`config.mk`:
```
export PLATFORM = sky130hd
export DESIGN_NAME = cnmt_nmt_slave
export DESIGN_NICKNAME = d
export VERILOG_FILES = /design/src/rtl/cnmt_pkg.sv /design/src/rtl/cnmt_cmd_dec.sv /design/src/rtl/cnmt_init_timer.sv /design/src/rtl/cnmt_nmt_slave.sv
export SDC_FILE = /design/constraint.sdc
export NUM_CORES = 1
export LEC_CHECK = 0
export BUFFER_PORTS_ARGS = -buffer_cell sky130_fd_sc_hd__buf_4
export CORE_ASPECT_RATIO = 1.5
export CORE_MARGIN = 5
export CORE_UTILIZATION = 25
export CTS_BUF_LIST = sky130_fd_sc_hd__clkbuf_8
export DETAILED_ROUTE_END_ITERATION = 6
export RECOVER_POWER = 100
export SYNTH_ARGS = -nofsm -noshare
export SYNTH_HDL_FRONTEND = slang
export SYNTH_SLANG_ARGS = --single-unit
```
`constraint.sdc`:
```
create_clock -name clk -period 3.6 [get_ports clk]
set_input_delay 0.54 -clock clk [delete_from_list [all_inputs] [get_ports clk]]
set_output_delay 0.54 -clock clk [all_outputs]
set_load 0.02 [all_outputs]
```
`src/rtl/cnmt_pkg.sv`:
```
// Package of constants and types for the CANopen NMT slave state machine.
package cnmt_pkg;

  // NMT command frame layout.
  localparam logic [10:0] CNMT_NMT_ID = 11'h000;
  localparam logic [3:0] CNMT_NMT_DLC = 4'h2;
  localparam logic [7:0] CNMT_BCAST_ADDR = 8'h00;

  // Command specifiers.
  localparam logic [7:0] CNMT_CS_START = 8'h01;
  localparam logic [7:0] CNMT_CS_STOP = 8'h02;
  localparam logic [7:0] CNMT_CS_PREOP = 8'h80;
  localparam logic [7:0] CNMT_CS_RST_NODE = 8'h81;
  localparam logic [7:0] CNMT_CS_RST_COMM = 8'h82;

  // Boot-up frame.
  localparam logic [10:0] CNMT_BOOT_BASE = 11'h700;
  localparam logic [3:0] CNMT_BOOT_DLC = 4'h1;
  localparam logic [7:0] CNMT_BOOT_DATA = 8'h00;

  // Valid node numbers.
  localparam logic [6:0] CNMT_NODE_MIN = 7'h01;
  localparam logic [6:0] CNMT_NODE_MAX = 7'h3F;

  // Communication object range cleared by a communication reset.
  localparam logic [15:0] CNMT_COMM_LO = 16'h1000;
  localparam logic [15:0] CNMT_COMM_HI = 16'h1FFF;

  // Initialization time and derived cycle count at 10 MHz.
  localparam int CNMT_CLK_HZ = 10_000_000;
  localparam int CNMT_INIT_US = 100;
  localparam int CNMT_INIT_CYC = (CNMT_INIT_US * (CNMT_CLK_HZ / 1_000_000));
  localparam logic [11:0] CNMT_INIT_LAST = 12'(CNMT_INIT_CYC - 1);

  // One-hot NMT states.
  typedef enum logic [5:0] {
    CNMT_ST_INIT = 6'b00_0001,
    CNMT_ST_BOOT = 6'b00_0010,
    CNMT_ST_PREOP = 6'b00_0100,
    CNMT_ST_OPER = 6'b00_1000,
    CNMT_ST_STOP = 6'b01_0000,
    CNMT_ST_RESET = 6'b10_0000
  } cnmt_state_type;

  // Received or transmitted CAN frame, first two data bytes.
  typedef struct packed {
    logic [10:0] id;
    logic [3:0] dlc;
    logic [7:0] d0;
    logic [7:0] d1;
  } cnmt_frame_type;

  // Decoded NMT command.
  typedef struct packed {
    logic start;
    logic stop;
    logic preop;
    logic rst_node;
    logic rst_comm;
  } cnmt_cmd_type;

endpackage

```
`src/rtl/cnmt_cmd_dec.sv`:
```
// Decoder that turns a received frame into a one-cycle NMT command pulse.
`timescale 1ns/1ps
module cnmt_cmd_dec (
  input wire logic clk,
  input wire logic reset,
  input wire logic rx_valid,
  input wire cnmt_pkg::cnmt_frame_type rx_frame,
  input wire logic [6:0] node_id,
  output cnmt_pkg::cnmt_cmd_type cmd
);
  import cnmt_pkg::*;

  cnmt_cmd_type cmd_r, cmd_nxt;

  // True when the frame is a well-formed NMT command for this node.
  function automatic logic is_for_me(cnmt_frame_type f, logic [6:0] nid);
    logic addr_ok;
    addr_ok = (f.d1 == CNMT_BCAST_ADDR) || (f.d1 == {1'b0, nid});
    is_for_me = (f.id == CNMT_NMT_ID) && (f.dlc == CNMT_NMT_DLC) && addr_ok;
  endfunction

  // Unknown specifiers give no pulse, so they are silently dropped.
  always_comb begin
    cmd_nxt = '0;
    if (rx_valid && is_for_me(rx_frame, node_id)) begin
      case (rx_frame.d0)
        CNMT_CS_START: cmd_nxt.start = 1'b1;
        CNMT_CS_STOP: cmd_nxt.stop = 1'b1;
        CNMT_CS_PREOP: cmd_nxt.preop = 1'b1;
        CNMT_CS_RST_NODE: cmd_nxt.rst_node = 1'b1;
        CNMT_CS_RST_COMM: cmd_nxt.rst_comm = 1'b1;
        default: cmd_nxt = '0;
      endcase
    end
  end

  // Registered so the state machine sees one clean pulse.
  always_ff @(posedge clk or posedge reset) begin
    if (reset) begin
      cmd_r <= '0;
    end else begin
      cmd_r <= cmd_nxt;
    end
  end

  assign cmd = cmd_r;

endmodule

```
`src/rtl/cnmt_init_timer.sv`:
```
// Counter that times the initialization phase after any reset.
`timescale 1ns/1ps
module cnmt_init_timer (
  input wire logic clk,
  input wire logic reset,
  input wire logic restart,
  output logic done
);
  import cnmt_pkg::*;

  logic [11:0] cnt_r, cnt_nxt;
  logic run_r, run_nxt;

  // Counts from restart to the last cycle, then stops and flags done.
  always_comb begin
    cnt_nxt = cnt_r;
    run_nxt = run_r;
    if (restart) begin
      cnt_nxt = '0;
      run_nxt = 1'b1;
    end else if (run_r) begin
      if (cnt_r == CNMT_INIT_LAST) begin
        run_nxt = 1'b0;
      end else begin
        cnt_nxt = cnt_r + 12'h001;
      end
    end
  end

  // Starts running out of reset, since power-up is an initialization too.
  always_ff @(posedge clk or posedge reset) begin
    if (reset) begin
      cnt_r <= '0;
      run_r <= 1'b1;
    end else begin
      cnt_r <= cnt_nxt;
      run_r <= run_nxt;
    end
  end

  assign done = run_r && (cnt_r == CNMT_INIT_LAST) && !restart;

endmodule

```
`src/rtl/cnmt_nmt_slave.sv`:
```
// Network management state machine of a CANopen slave node.
`timescale 1ns/1ps
module cnmt_nmt_slave (
  input wire logic clk,
  input wire logic reset,
  input wire logic [6:0] node_id,
  input wire logic rx_valid,
  input wire cnmt_pkg::cnmt_frame_type rx_frame,
  output logic tx_valid,
  input wire logic tx_ready,
  output cnmt_pkg::cnmt_frame_type tx_frame,
  input wire logic fault,
  output logic emcy_req,
  output logic error_state,
  output logic sdo_enable,
  output logic pdo_enable,
  output logic outputs_enable,
  output logic outputs_fault,
  output logic rst_app_pulse,
  output logic rst_comm_pulse,
  output logic node_id_bad,
  output cnmt_pkg::cnmt_state_type nmt_state
);
  import cnmt_pkg::*;

  cnmt_state_type state_r, state_nxt;
  cnmt_cmd_type cmd;
  logic init_done;
  logic restart;
  logic id_ok;
  logic [6:0] id_r, id_nxt;
  logic tx_valid_r, tx_valid_nxt;
  cnmt_frame_type tx_frame_r, tx_frame_nxt;
  logic emcy_r, emcy_nxt;
  logic err_r, err_nxt;
  logic rst_app_r, rst_app_nxt;
  logic rst_comm_r, rst_comm_nxt;
  logic [5:0] out_r, out_nxt;

  // Only node numbers 1 to 63 are accepted; others hold the node in init.
  assign id_ok = (node_id >= CNMT_NODE_MIN) && (node_id <= CNMT_NODE_MAX);

  // Command decoding, including address filtering.
  cnmt_cmd_dec u_dec (
    .clk(clk),
    .reset(reset),
    .rx_valid(rx_valid),
    .rx_frame(rx_frame),
    .node_id(id_r),
    .cmd(cmd)
  );

  // Initialization timer restarted by either reset command.
  // It flags done only once, so a bad node number needs a fresh reset.
  cnmt_init_timer u_init (
    .clk(clk),
    .reset(reset),
    .restart(restart),
    .done(init_done)
  );

  // The single reset cycle restarts the timer, so init is timed afresh.
  assign restart = (state_r == CNMT_ST_RESET);

  // State transitions. Outside stopped, a fault outranks any command in the same cycle,
  // because a node that cannot drive outputs must not go operational.
  always_comb begin
    state_nxt = state_r;
    id_nxt = id_r;
    tx_valid_nxt = tx_valid_r;
    tx_frame_nxt = tx_frame_r;
    emcy_nxt = 1'b0;
    err_nxt = err_r;
    rst_app_nxt = 1'b0;
    rst_comm_nxt = 1'b0;
    // A frame taken by the controller leaves the queue.
    if (tx_valid_r && tx_ready) begin
      tx_valid_nxt = 1'b0;
    end
    case (state_r)
      CNMT_ST_INIT: begin
        // Node number is latched at the end of init, after reset release.
        if (init_done && id_ok) begin
          id_nxt = node_id;
          tx_valid_nxt = 1'b1;
          tx_frame_nxt.id = CNMT_BOOT_BASE + {4'h0, node_id};
          tx_frame_nxt.dlc = CNMT_BOOT_DLC;
          tx_frame_nxt.d0 = CNMT_BOOT_DATA;
          tx_frame_nxt.d1 = '0;
          state_nxt = CNMT_ST_BOOT;
        end
      end
      CNMT_ST_BOOT: begin
        // Pre-operational is entered once the boot-up frame has gone.
        if (tx_valid_r && tx_ready) begin
          state_nxt = CNMT_ST_PREOP;
        end
      end
      CNMT_ST_RESET: begin
        // One cycle here is enough to restart the init timer.
        state_nxt = CNMT_ST_INIT;
      end
      default: begin
        if (fault && (state_r != CNMT_ST_STOP)) begin
          emcy_nxt = 1'b1;
          err_nxt = 1'b1;
          state_nxt = CNMT_ST_PREOP;
        end else if (cmd.rst_node) begin
          rst_app_nxt = 1'b1;
          rst_comm_nxt = 1'b1;
          err_nxt = 1'b0;
          state_nxt = CNMT_ST_RESET;
        end else if (cmd.rst_comm) begin
          rst_comm_nxt = 1'b1;
          err_nxt = 1'b0;
          state_nxt = CNMT_ST_RESET;
        end else if (cmd.start) begin
          state_nxt = CNMT_ST_OPER;
        end else if (cmd.preop) begin
          state_nxt = CNMT_ST_PREOP;
        end else if (cmd.stop) begin
          state_nxt = CNMT_ST_STOP;
        end
      end
    endcase
  end

  // State registers.
  always_ff @(posedge clk or posedge reset) begin
    if (reset) begin
      state_r <= CNMT_ST_INIT;
      id_r <= '0;
      tx_valid_r <= 1'b0;
      tx_frame_r <= '0;
      emcy_r <= 1'b0;
      err_r <= 1'b0;
      rst_app_r <= 1'b0;
      rst_comm_r <= 1'b0;
    end else begin
      state_r <= state_nxt;
      id_r <= id_nxt;
      tx_valid_r <= tx_valid_nxt;
      tx_frame_r <= tx_frame_nxt;
      emcy_r <= emcy_nxt;
      err_r <= err_nxt;
      rst_app_r <= rst_app_nxt;
      rst_comm_r <= rst_comm_nxt;
    end
  end

  // Service gates follow the next state so they change with it.
  // Bits: sdo, pdo, outputs enable, outputs fault, unused pair.
  always_comb begin
    out_nxt = '0;
    case (state_nxt)
      CNMT_ST_PREOP: out_nxt = 6'b10_0000;
      CNMT_ST_OPER: out_nxt = 6'b11_1000;
      CNMT_ST_STOP: out_nxt = 6'b00_0100;
      default: out_nxt = '0;
    endcase
  end

  // Gate registers; outputs are safe until the node is configured.
  always_ff @(posedge clk or posedge reset) begin
    if (reset) begin
      out_r <= '0;
    end else begin
      out_r <= out_nxt;
    end
  end

  // Ports are plain copies of the registers above, except node_id_bad, decoded from node_id.
  assign sdo_enable = out_r[5];
  assign pdo_enable = out_r[4];
  assign outputs_enable = out_r[3];
  assign outputs_fault = out_r[2];
  assign tx_valid = tx_valid_r;
  assign tx_frame = tx_frame_r;
  assign emcy_req = emcy_r;
  assign error_state = err_r;
  assign rst_app_pulse = rst_app_r;
  assign rst_comm_pulse = rst_comm_r;
  assign node_id_bad = !id_ok;
  assign nmt_state = state_r;
endmodule

```
# --- Yosys cells after proc, flatten, opt, wreduce, memory -nomap -nowiden ---
# Index checks and enable logic that the tools add are counted.
# W data, S select, Z words.
word_totals:
  register_bits: 54
  latchBits: 0
  ram_bits: 0
  rom_bits: 0
  word_cells: 95
  mem_count: 0
op_classes:
  n_addsub: 2
  n_mul: 0
  n_div: 0
  order_cmp: 2
  eq_ne: 16
  shift: 0
  muxes: 37
  n_bitwise: 1
  n_reduce_logical: 20
op_table:
  columns: ["op", "n"]
  rows:
  - ["$mux W6", 8]
  - ["$mux W12", 3]
  - ["$pmux W6 S3", 2]
  - ["$eq A8 B8 Y1 const B", 3]
  - ["$mux W1", 23]
  - ["$add A12 B1 Y12 const B", 1]
  - ["$eq A12 B10 Y1 const B", 1]
  - ["$logic_not A11 Y1", 1]
  - ["$add A9 B8 Y10 const A", 1]
  - ["$logic_and A1 B1 Y1", 9]
  - ["$eq A8 B1 Y1 const B", 1]
  - ["$eq A8 B2 Y1 const B", 1]
  - ["$eq A8 B7 Y1", 1]
  - ["$logic_not A8 Y1", 1]
  - ["$ge A7 B1 Y1 const B", 1]
  - ["$le A7 B6 Y1 const B", 1]
  - ["$eq A6 B1 Y1 const B", 1]
  - ["$eq A6 B2 Y1 const B", 1]
  - ["$eq A6 B3 Y1 const B", 1]
  - ["$eq A6 B4 Y1 const B", 1]
  - ["$eq A6 B5 Y1 const B", 1]
  - ["$eq A6 B6 Y1 const B", 1]
  - ["$ne A6 B5 Y1 const B", 1]
  - ["$reduce_and A2 Y1", 3]
  - ["9 further kinds", 10]

# --- Depth between registers and ports, before layout ---
# Gate-level depths: netlist (run 1).
logic_depth:
  word_depth: 9
  ltp_mapped: 7
  depth_no_buf: 6

# --- Cells and area by module ---
# A second synthesis (run 1) with hierarchy kept.
unflattened:
  cells_unflattened: 246
  hier_area_um2: 2377.3
modules_own_cells:
  columns: ["mod", "instances", "cells_per_inst", "area_each_um2", "seq_area_each_um2"]
  rows:
  - ["cnmt_nmt_slave", 1, 133, 1290.0, 551.8]
  - ["cnmt_init_timer", 1, 75, 739.5, 326.6]
  - ["cnmt_cmd_dec", 1, 38, 347.8, 125.1]

# --- Least setup slack after synthesis (run 1) ---
# Ideal clock, no wire load.
synth_path:
  kind: "register -> register"
  startpoint: "register u_init.cnt_r[3]"
  endpoint: "register id_r[0]"
  arrival_time_ps: 1664
  t_required_ps: 3475
  slack_ps: 1811
  path_stages_with_launch: 5
  path_buffers: 0
  path_cell_list: "dfrtp_1 > or4_4 > nor3_4 > nand4_4 > mux2_2"
synth_between:
  elab_chain_cells: 5
synth_rtl:
  columns: ["element", "line_no", "rtl"]
  rows:
  - ["start, declared", "cnmt_init_timer.sv:11", "logic [11:0] cnt_r, cnt_nxt;"]
  - ["start signal, assigned", "cnmt_init_timer.sv:36", "cnt_r <= cnt_nxt;"]
  - ["$eq A12 B10 Y1", "cnmt_init_timer.sv:41", "assign done = run_r && (cnt_r == CNMT_INIT_LAST) && !restart;"]
  - ["$logic_and A1 B1 Y1 (2 in series)", "cnmt_init_timer.sv:41", null]
  - ["$logic_and A1 B1 Y1", "cnmt_nmt_slave.sv:83", "if (init_done && id_ok) begin"]
  - ["$reduce_and A2 Y1 (no line)", null, null]
  - ["end signal, assigned", "cnmt_nmt_slave.sv:141", "id_r <= id_nxt;"]
  - ["end, declared", "cnmt_nmt_slave.sv:31", "logic [6:0] id_r, id_nxt;"]
# No other way between the ends.
# A chain may end at the register's enable or synchronous reset.

# --- Final worst setup path (run 1) ---
layout_path:
  startpoint: "register u_init.cnt_r[3]"
  endpoint: "register id_r[1]"
# Same word-level chain as after synthesis.

==> flow_metrics.tcl, run 1 <==
set metrics [dict create \
    outcome "finished, violations left" \
    violations "max-capacitance violations, max-slew violations" \
    synthArstFlopShare_pct 100 \
    ant_nets 0 \
    antenna_found_initial 0 \
    grt_pass1_vias 1932 \
    netlist.area_leader.share_pct 43.0 \
    die_h_um 125 \
    core_um2 8720 \
    crit_path_cell_trace "or4_1 -> nor3_1 -> nand4_1 -> mux2_2" \
    rows 42 \
    avgSynthCellArea_um2 10.0 \
    wl_mm 5.17 \
    worstPathArrival_ns 2.38 \
    cap_violations 1 \
    cts_sinks 40 \
    seq_area_frac_synth_pct 45.4 \
    p_comb_share_pct 14.7 \
    finalSetupViolations 0 \
    firstDrtPassIters 4 \
    synth_area_um2 2210 \
    cts_setup_buffers 0 \
    critPathLaunch "u_init.cnt_r[3]$_DFFE_PP0P_" \
    min_from "rx_frame[9]" \
    crit_slowest_cell "or4_1" \
    max_stage_delay_ns 0.56 \
    cp-start-kind "flop" \
    ctsResizeCount 0 \
    path_clk_slew_ns 0.07 \
    grt-ovfl-total 0 \
    synth-main-ff-cell "dfrtp_1" \
    max_freq_ghz 0.453 \
    worstPathMaxFanout 10 \
    viasPerCell 4.53 \
    root_buffer "clkbuf_8" \
    fin_crit_sh_pct 61.3 \
    synth.distinct_cells 51 \
    fin_area_um2 2710 \
    fp.dieW_um 86.8 \
    r2r-start "u_init.cnt_r[3]$_DFFE_PP0P_" \
    p_switching_uw 269 \
    numCtsBuffers 5 \
    fin_tns_setup_ns 0 \
    max-vdd-ir-drop_v 0.000156 \
    p_leak_nw 1.27 \
    drt-wirelength-per-cell_um 12.9 \
    grt_pass1_wl_mm 8.66 \
    area_growth_pct 22.6 \
    synth_area_leaders "dfrtp_1 43%, buf_4 8.1%, nor2_1 4.9%" \
    clkLatencyLatePin_ns 0.29 \
    cp.required_ns 3.77 \
    period_needed_ns 2.21 \
    tightest_slew_ns 2.06 \
    vias 1816 \
    yosys.area.top_type "dfrtp_1" \
    power.density_nw_per_um2 376 \
    slew_headroom_pct -37.3 \
    dpl_cell_area_um2 2760 \
    report.final.slew_viol_count 41 \
    critPathTopFamily "simple AND/OR/NAND/NOR gates" \
    start_util_pct 25.4 \
    drc 0 \
    routabilityCongestion 0.852 \
    p_sw_share_pct 26.3 \
    hold_path_class "input port to flop" \
    grt.total_usage_pct 9.66 \
    layout.nets 334 \
    drive_gt1_share_pct 21.0 \
    synth_edf_count 0 \
    worstSetupPathType "flop to flop" \
    mostFrequentLayoutCell "buf_4" \
    finalHoldViolations 0 \
    dieArea_um2 10900 \
    cts_max_path_buffers 2 \
    cts_tree "done" \
    drtIter0Drc 71 \
    rsz0062_at_grt "no" \
    internal_power_uw 752 \
    cts-hold-fix-buffers 0 \
    power_frac_seq_pct 50.3 \
    ys_seq_elements 40 \
    hpwl_mm 4.15 \
    antenna_cells 0 \
    cts_max_level 2 \
    ys_warn_count 0 \
    ios 90 \
    crit_buf_inv 0 \
    clock-skew-final_ns 0.00436 \
    syn_inst 221 \
    grt_start_max_net_pins 41 \
    portBuffers 69 \
    final_cell_mix "41 x buf_4, 38 x dfrtp_1, 29 x nor2_1" \
    power_frac_clock_pct 35.0 \
    cp-end-kind "flop" \
]
flip-flops by register name, indices dropped and copies added, names as in the netlist:
signal / cells
out_r: 3
rst_app_pulse: 1
u_init.cnt_r: 12
tx_frame: 2
u_dec.cmd: 5
id_r: 6
rst_comm_pulse: 1
nmt_state: 6
emcy_req: 1
tx_valid: 1
u_init.run_r: 1
error_state: 1
stage by stage:
stage               power, mW  std cells  util [%]  worst slack (ns)  hold slack, ns
detailed placement      0.694        393      31.6              1.54           0.503
global route             1.08        401      31.1             0.869           0.425
CTS                      1.06        401      32.8              1.66           0.385
floorplan               0.645        240         -              1.81           0.478
global placement        0.689        393      31.6              1.61           0.483
finish                   1.02        401      31.1              1.39           0.439
final timing paths:
check | to | slack [ns] | cells past startpoint
max | id_r[1]$_DFFE_PP0P_ | 1.39 | 4
min | u_dec.cmd[2]$_DFF_PP0_ | 0.44 | 2
max reg2reg | id_r[1]$_DFFE_PP0P_ | 1.39 | 4
min reg2reg | error_state$_DFFE_PP0P_ | 0.51 | 2
max in group asynchronous | u_init.cnt_r[4]$_DFFE_PP0P_ | 1.42 | 3
min in group asynchronous | u_init.cnt_r[1]$_DFFE_PP0P_ | 1.00 | 3
kinds of logic (layout without fill, tap and decap cells):
logic type | count (synthesis) | in the layout | share of synthesized area [%]
AOI/OAI and AO/OA | 29 | 29 | 9.79
xor gates and xnor gates | 17 | 17 | 6.73
adders and majority gates | 1 | 1 | 0.566
buffers and inverters | 35 | 86 | 10.0
DFF | 40 | 40 | 45.4
muxes | 7 | 7 | 3.51
other | 1 | 20 | 0.170
and+or+nand+nor | 91 | 91 | 23.9
power by group through the flow:
stage	combinational (mW)	clock (mW)	sequential [mW]
final	0.150	0.358	0.514
after global routing	0.175	0.391	0.518
after CTS	0.170	0.370	0.515
after detailed placement	0.170	0	0.524
after global placement	0.166	0	0.523
after floorplan	0.129	0	0.516
layout make-up:
class / count / area (µm²)
Sequential cell: 40 / 1000
Inverter: 8 / 30.0
Multi-Input combinational cell: 165 / 1010
Timing Repair Buffer: 70 / 424
Clock buffer: 5 / 68.8
Fill cell: 960 / 6010
Tap cell: 110 / 138
Clock inverter: 3 / 38.8
worst reg2reg max path, stage by stage (launching register included):
cell and delay, ns:
dfrtp_1 0.43, or4_1 0.56, nor3_1 0.26, nand4_1 0.42, mux2_2 0.42
cell usage after synthesis, types with 3 or more instances:
master and n:
nor4_1 8, inv_1 8, nor2b_1 4, buf_4 24, nor4b_1 5, xor2_1 9, o21ai_0 5, dfrtp_1 38
nand2_1 6, mux2_2 6, a21oi_1 5, clkbuf_1 3, xnor2_1 8, nor2_1 29, nand4_1 7, and3_1 3
nand3_1 7, nor3_1 5, o211ai_1 4
routing by layer:
metal  up-vias  routed length (µm)  share of wire (%)  global-route usage (%)
met2        89                2550                 49                    16.3
met4         0                  95                1.8                    3.94
met1       843                2080                 40                    11.2
met5         -                   0                  0                       0
met3         8                 441                8.5                    2.90
li1        876                   -                  -                       -
No activity file was read; power rests on OpenSTA's default activity.
==> run 2, diff against run 1 <==
Clock period 3.6 ns to 2 ns, I/O delays scaled along.
==> flow_metrics.tcl, run 2 (synthesis gave the netlist of run 1 again) <==
set metrics [dict create \
    max-vdd-ir-drop_v 0.000400 \
    firstDrtPassIters 4 \
    rsz0062_at_grt "no" \
    portBuffers 69 \
    tightest_slew_ns 0.952 \
    fin_tns_setup_ns 0 \
    cp.required_ns 2.18 \
    top_register "u_init.cnt_r" \
    whs_ns 0.188 \
    fill_cells 960 \
    dpl_cell_area_um2 2800 \
    cts-hold-fix-buffers 0 \
    grt_pass1_wl_mm 8.96 \
    finalHoldViolations 0 \
    drt-wirelength-per-cell_um 13.0 \
    cap_violations 0 \
    met3_usage_pct 2.57 \
    grt_util_met1_pct 11.9 \
    viasPerCell 4.59 \
    grt_start_max_net_pins 41 \
    multiInputGateArea_um2 1060 \
    cts_max_level 2 \
    p_leak_nw 1.33 \
    finalSetupViolations 0 \
    max_freq_ghz 0.530 \
    report.final.slew_viol_count 0 \
    ios 90 \
    fp.dieW_um 86.8 \
    drtIter0Drc 64 \
    antenna_found_initial 0 \
    period_needed_ns 1.89 \
    rows 42 \
    fin_area_um2 2810 \
    grt_pass1_vias 1949 \
    root_buffer "clkbuf_8" \
    cp-end-kind "flop" \
    dieArea_um2 10900 \
    slew_headroom_pct 36.5 \
    grt.total_usage_pct 10.1 \
    power_mw 1.87 \
    fin_crit_sh_pct 94.4 \
    worstPathArrival_ns 2.07 \
    hpwl_mm 4.20 \
    cp-start-kind "flop" \
    layout.nets 340 \
    die_h_um 125 \
    outcome "finished, final reports clean" \
    busiest_layer "met2" \
    area_growth_pct 27.0 \
    cts_sinks 40 \
    mostFrequentLayoutCell "buf_4" \
    routabilityCongestion 0.854 \
    antenna_cells 0 \
    ff_latch_area_um2 1000 \
    numCtsBuffers 5 \
    worstSetupPathType "flop to flop" \
    place_ws_ns 0.100 \
    final_cell_mix "47 x buf_4, 38 x dfrtp_1, 29 x nor2_1" \
    clock-skew-final_ns 0.00505 \
    start_util_pct 25.4 \
    drc 0 \
    hold_path_class "input port to flop" \
    clkLatencyLatePin_ns 0.30 \
    largest_reg_flops 12 \
    drive_gt1_share_pct 25.3 \
    core_um2 8720 \
    grt-ovfl-total 0 \
    ant_nets 0 \
    use_met2_pct 17.1 \
    cts_max_path_buffers 2 \
    wl_mm 5.30 \
    vias 1867 \
    cts_tree "done" \
    path_clk_slew_ns 0.07 \
    setup_slack_ns 0.112 \
    worstPathMaxFanout 10 \
    power.density_nw_per_um2 666 \
]
==> run 2: cell types whose count changed in the layout (fill, tap and decap cells not counted), sizes merged <==
cell	delta
buf	+6
==> run 2: area by class of cell <==
cell class / count / share of cell area (%)
multi-input cells: 165 / 37.8
well taps: 110 / 4.90
clock buffers: 5 / 2.45
clock inverters: 3 / 1.38
flip-flops and latches: 40 / 35.7
inverters: 8 / 1.07
repair buffers: 76 / 16.7
==> run 2: metrics by stage <==
stage	utilization (%)	instances
after floorplan	-	240
after global placement	32.1	399
after detailed placement	32.1	399
after CTS	33.3	407
after global routing	32.2	407
final	32.2	407
==> run 2: timing repair <==
action | CTS | global route
endpoints found under the setup margin | 0 | 1
gates resized for setup | 0 | 2
buffers inserted | 0 | 0
==> run 2: critical path, cell delays in order (launching register included) <==
cell and delay (ns):
dfrtp_1 0.42, or4_4 0.59, nor3_4 0.23, nand4_4 0.21
mux2_2 0.32
==> run 2: power breakdown <==
part / leakage, nW / internal [mW] / total [mW] / switching [mW]
clock: 0.0593 / 0.365 / 0.642 / 0.277
sequential: 0.525 / 0.865 / 0.926 / 0.0611
combinational: 0.749 / 0.140 / 0.303 / 0.164
==> run 2: path summary, 6_finish.rpt <==
kind	cells after the start	to	startpoint	slack (ns)
worst max-delay path	4	id_r[3]$_DFFE_PP0P_	u_init.cnt_r[3]$_DFFE_PP0P_	0.11
worst min-delay path	2	u_dec.cmd[4]$_DFF_PP0_	rx_frame[15]	0.19
worst max register to register	4	id_r[3]$_DFFE_PP0P_	u_init.cnt_r[3]$_DFFE_PP0P_	0.11
worst min register to register	2	error_state$_DFFE_PP0P_	error_state$_DFFE_PP0P_	0.51
max in group asynchronous	3	u_dec.cmd[3]$_DFF_PP0_	reset	1.11
min in group asynchronous	3	u_init.cnt_r[2]$_DFFE_PP0P_	reset	0.29
==> run 2: routing by layer <==
metal | up-vias | wire (µm)
met2 | 88 | 2660
met3 | 6 | 414
met1 | 881 | 2130
li1 | 892 | -
met4 | 0 | 93
met5 | - | 0
==> run 3, diff against run 2 <==
Settings changed: RECOVER_POWER 100 to 25.
==> flow_metrics.tcl, run 3 (synthesis gave the netlist of run 1 again) <==
set metrics [dict create \
    dp.cells 399 \
    multiInputGateArea_um2 1060 \
    start_util_pct 25.4 \
    cts_tree "done" \
    worstSetupPathType "flop to flop" \
    cts_max_level 2 \
    period_needed_ns 1.89 \
    p_leak_nw 1.44 \
    finalSetupViolations 0 \
    whs_path_depth 2 \
    final_cells 407 \
    wl_mm 5.35 \
    antenna_cells 0 \
    cp-end-kind "flop" \
    setup_slack_ns 0.111 \
    ant_nets 0 \
    finalHoldViolations 0 \
    grt.total_usage_pct 10.1 \
    grt-ovfl-total 0 \
    drtIter0Drc 84 \
    grt_start_max_net_pins 41 \
    worstPathMaxFanout 10 \
    drc 0 \
    dpl_cell_area_um2 2800 \
    final_cell_mix "74 x buf_4, 38 x dfrtp_1, 29 x nor2_1" \
    grt_pass1_vias 1949 \
    cap_violations 0 \
    ios 90 \
    cts_sinks 40 \
    hpwl_mm 4.20 \
    ff_latch_area_um2 1000 \
    power.density_nw_per_um2 644 \
    fin_tns_setup_ns 0 \
    clock-skew-final_ns 0.00532 \
    top_register "u_init.cnt_r" \
    area_growth_pct 31.6 \
    numCtsBuffers 5 \
    firstDrtPassIters 4 \
    rsz0062_at_grt "no" \
    mostFrequentLayoutCell "buf_4" \
    path_clk_slew_ns 0.07 \
    antenna_found_initial 0 \
    rr_worst_depth 4 \
    grt_pass1_wl_mm 8.96 \
    largest_reg_flops 12 \
    viasPerCell 4.59 \
    tightest_slew_ns 0.956 \
    cts_max_path_buffers 2 \
    drt-wirelength-per-cell_um 13.1 \
    root_buffer "clkbuf_8" \
    drive_gt1_share_pct 34.0 \
    max_freq_ghz 0.530 \
    fin_crit_sh_pct 94.4 \
    cts-hold-fix-buffers 0 \
    core_um2 8720 \
    hold_path_class "input port to flop" \
    die_h_um 125 \
    portBuffers 69 \
    rows 42 \
    fin_area_um2 2910 \
    outcome "finished, final reports clean" \
    cp.required_ns 2.18 \
    worstPathArrival_ns 2.07 \
    layout.nets 340 \
    slew_headroom_pct 36.3 \
    fill_cells 944 \
    clkLatencyLatePin_ns 0.30 \
    vias 1867 \
    dieArea_um2 10900 \
    report.final.slew_viol_count 0 \
    max-vdd-ir-drop_v 0.000400 \
    routabilityCongestion 0.854 \
    fp.dieW_um 86.8 \
    cp-start-kind "flop" \
    place_ws_ns 0.100 \
]
-- run 3: cell count changes in the layout (fill, tap and decap cells not counted), sizes merged --
cell    delta
buf       +27
clkbuf    -27
-- run 3: worst max-delay path, cell delays in order (launching register included) --
cell,delay [ns]
dfrtp_1,0.42
or4_4,0.59
nor3_4,0.23
nand4_4,0.21
mux2_2,0.32
-- run 3: final cells by class --
type                       instances  share of cell area, %
multi-input combinational        165                   36.5
timing repair buffer              76                   19.5
sequential                        40                   34.5
clock inverter                     3                   1.33
clock buffer                       5                   2.36
tap                              110                   4.73
inverter                           8                   1.03
-- run 3: path summary, 6_finish.rpt --
check / startpoint / to / slack (ns)
worst max-delay path: u_init.cnt_r[3]$_DFFE_PP0P_ / id_r[3]$_DFFE_PP0P_ / 0.11
worst min-delay path: rx_frame[15] / u_dec.cmd[4]$_DFF_PP0_ / 0.19
worst max register to register: u_init.cnt_r[3]$_DFFE_PP0P_ / id_r[3]$_DFFE_PP0P_ / 0.11
worst min register to register: u_dec.cmd[1]$_DFF_PP0_ / rst_app_pulse$_DFF_PP0_ / 0.51
max in group asynchronous: reset / u_dec.cmd[3]$_DFF_PP0_ / 1.10
min in group asynchronous: reset / u_init.cnt_r[2]$_DFFE_PP0P_ / 0.29
-- run 3: stage by stage --
| stage | hold WS, ns | utilization [%] | power (mW) |
|---|---|---|---|
| final | 0.188 | 33.4 | 1.87 |
| after detailed placement | 0.466 | 32.1 | 1.25 |
| after floorplan | 0.370 | - | 1.16 |
| after CTS | 0.143 | 33.3 | 1.91 |
| after global placement | 0.457 | 32.1 | 1.24 |
| after global routing | 0.181 | 33.4 | 1.98 |
-- run 3: routing by layer --
| layer | share of wire (%) | wire [µm] | up-vias | GRT usage, % |
|---|---|---|---|---|
| met5 | 0 | 0 | - | 0 |
| met4 | 1.3 | 71 | 0 | 4.13 |
| met3 | 7.3 | 390 | 5 | 2.57 |
| met2 | 51 | 2700 | 84 | 17.1 |
| met1 | 41 | 2180 | 883 | 11.9 |
| li1 | - | - | 895 | - |
-- run 3: what timing repair did --
action / CTS / global route
endpoints found under the setup margin: 0 / 1
resized for setup: 0 / 2
buffers inserted: 0 / 0
-- run 3: power by group --
part | leakage (nW) | internal [mW] | switching [mW]
Clock | 0.0593 | 0.365 | 0.277
Sequential | 0.525 | 0.865 | 0.0611
Combinational | 0.856 | 0.143 | 0.164
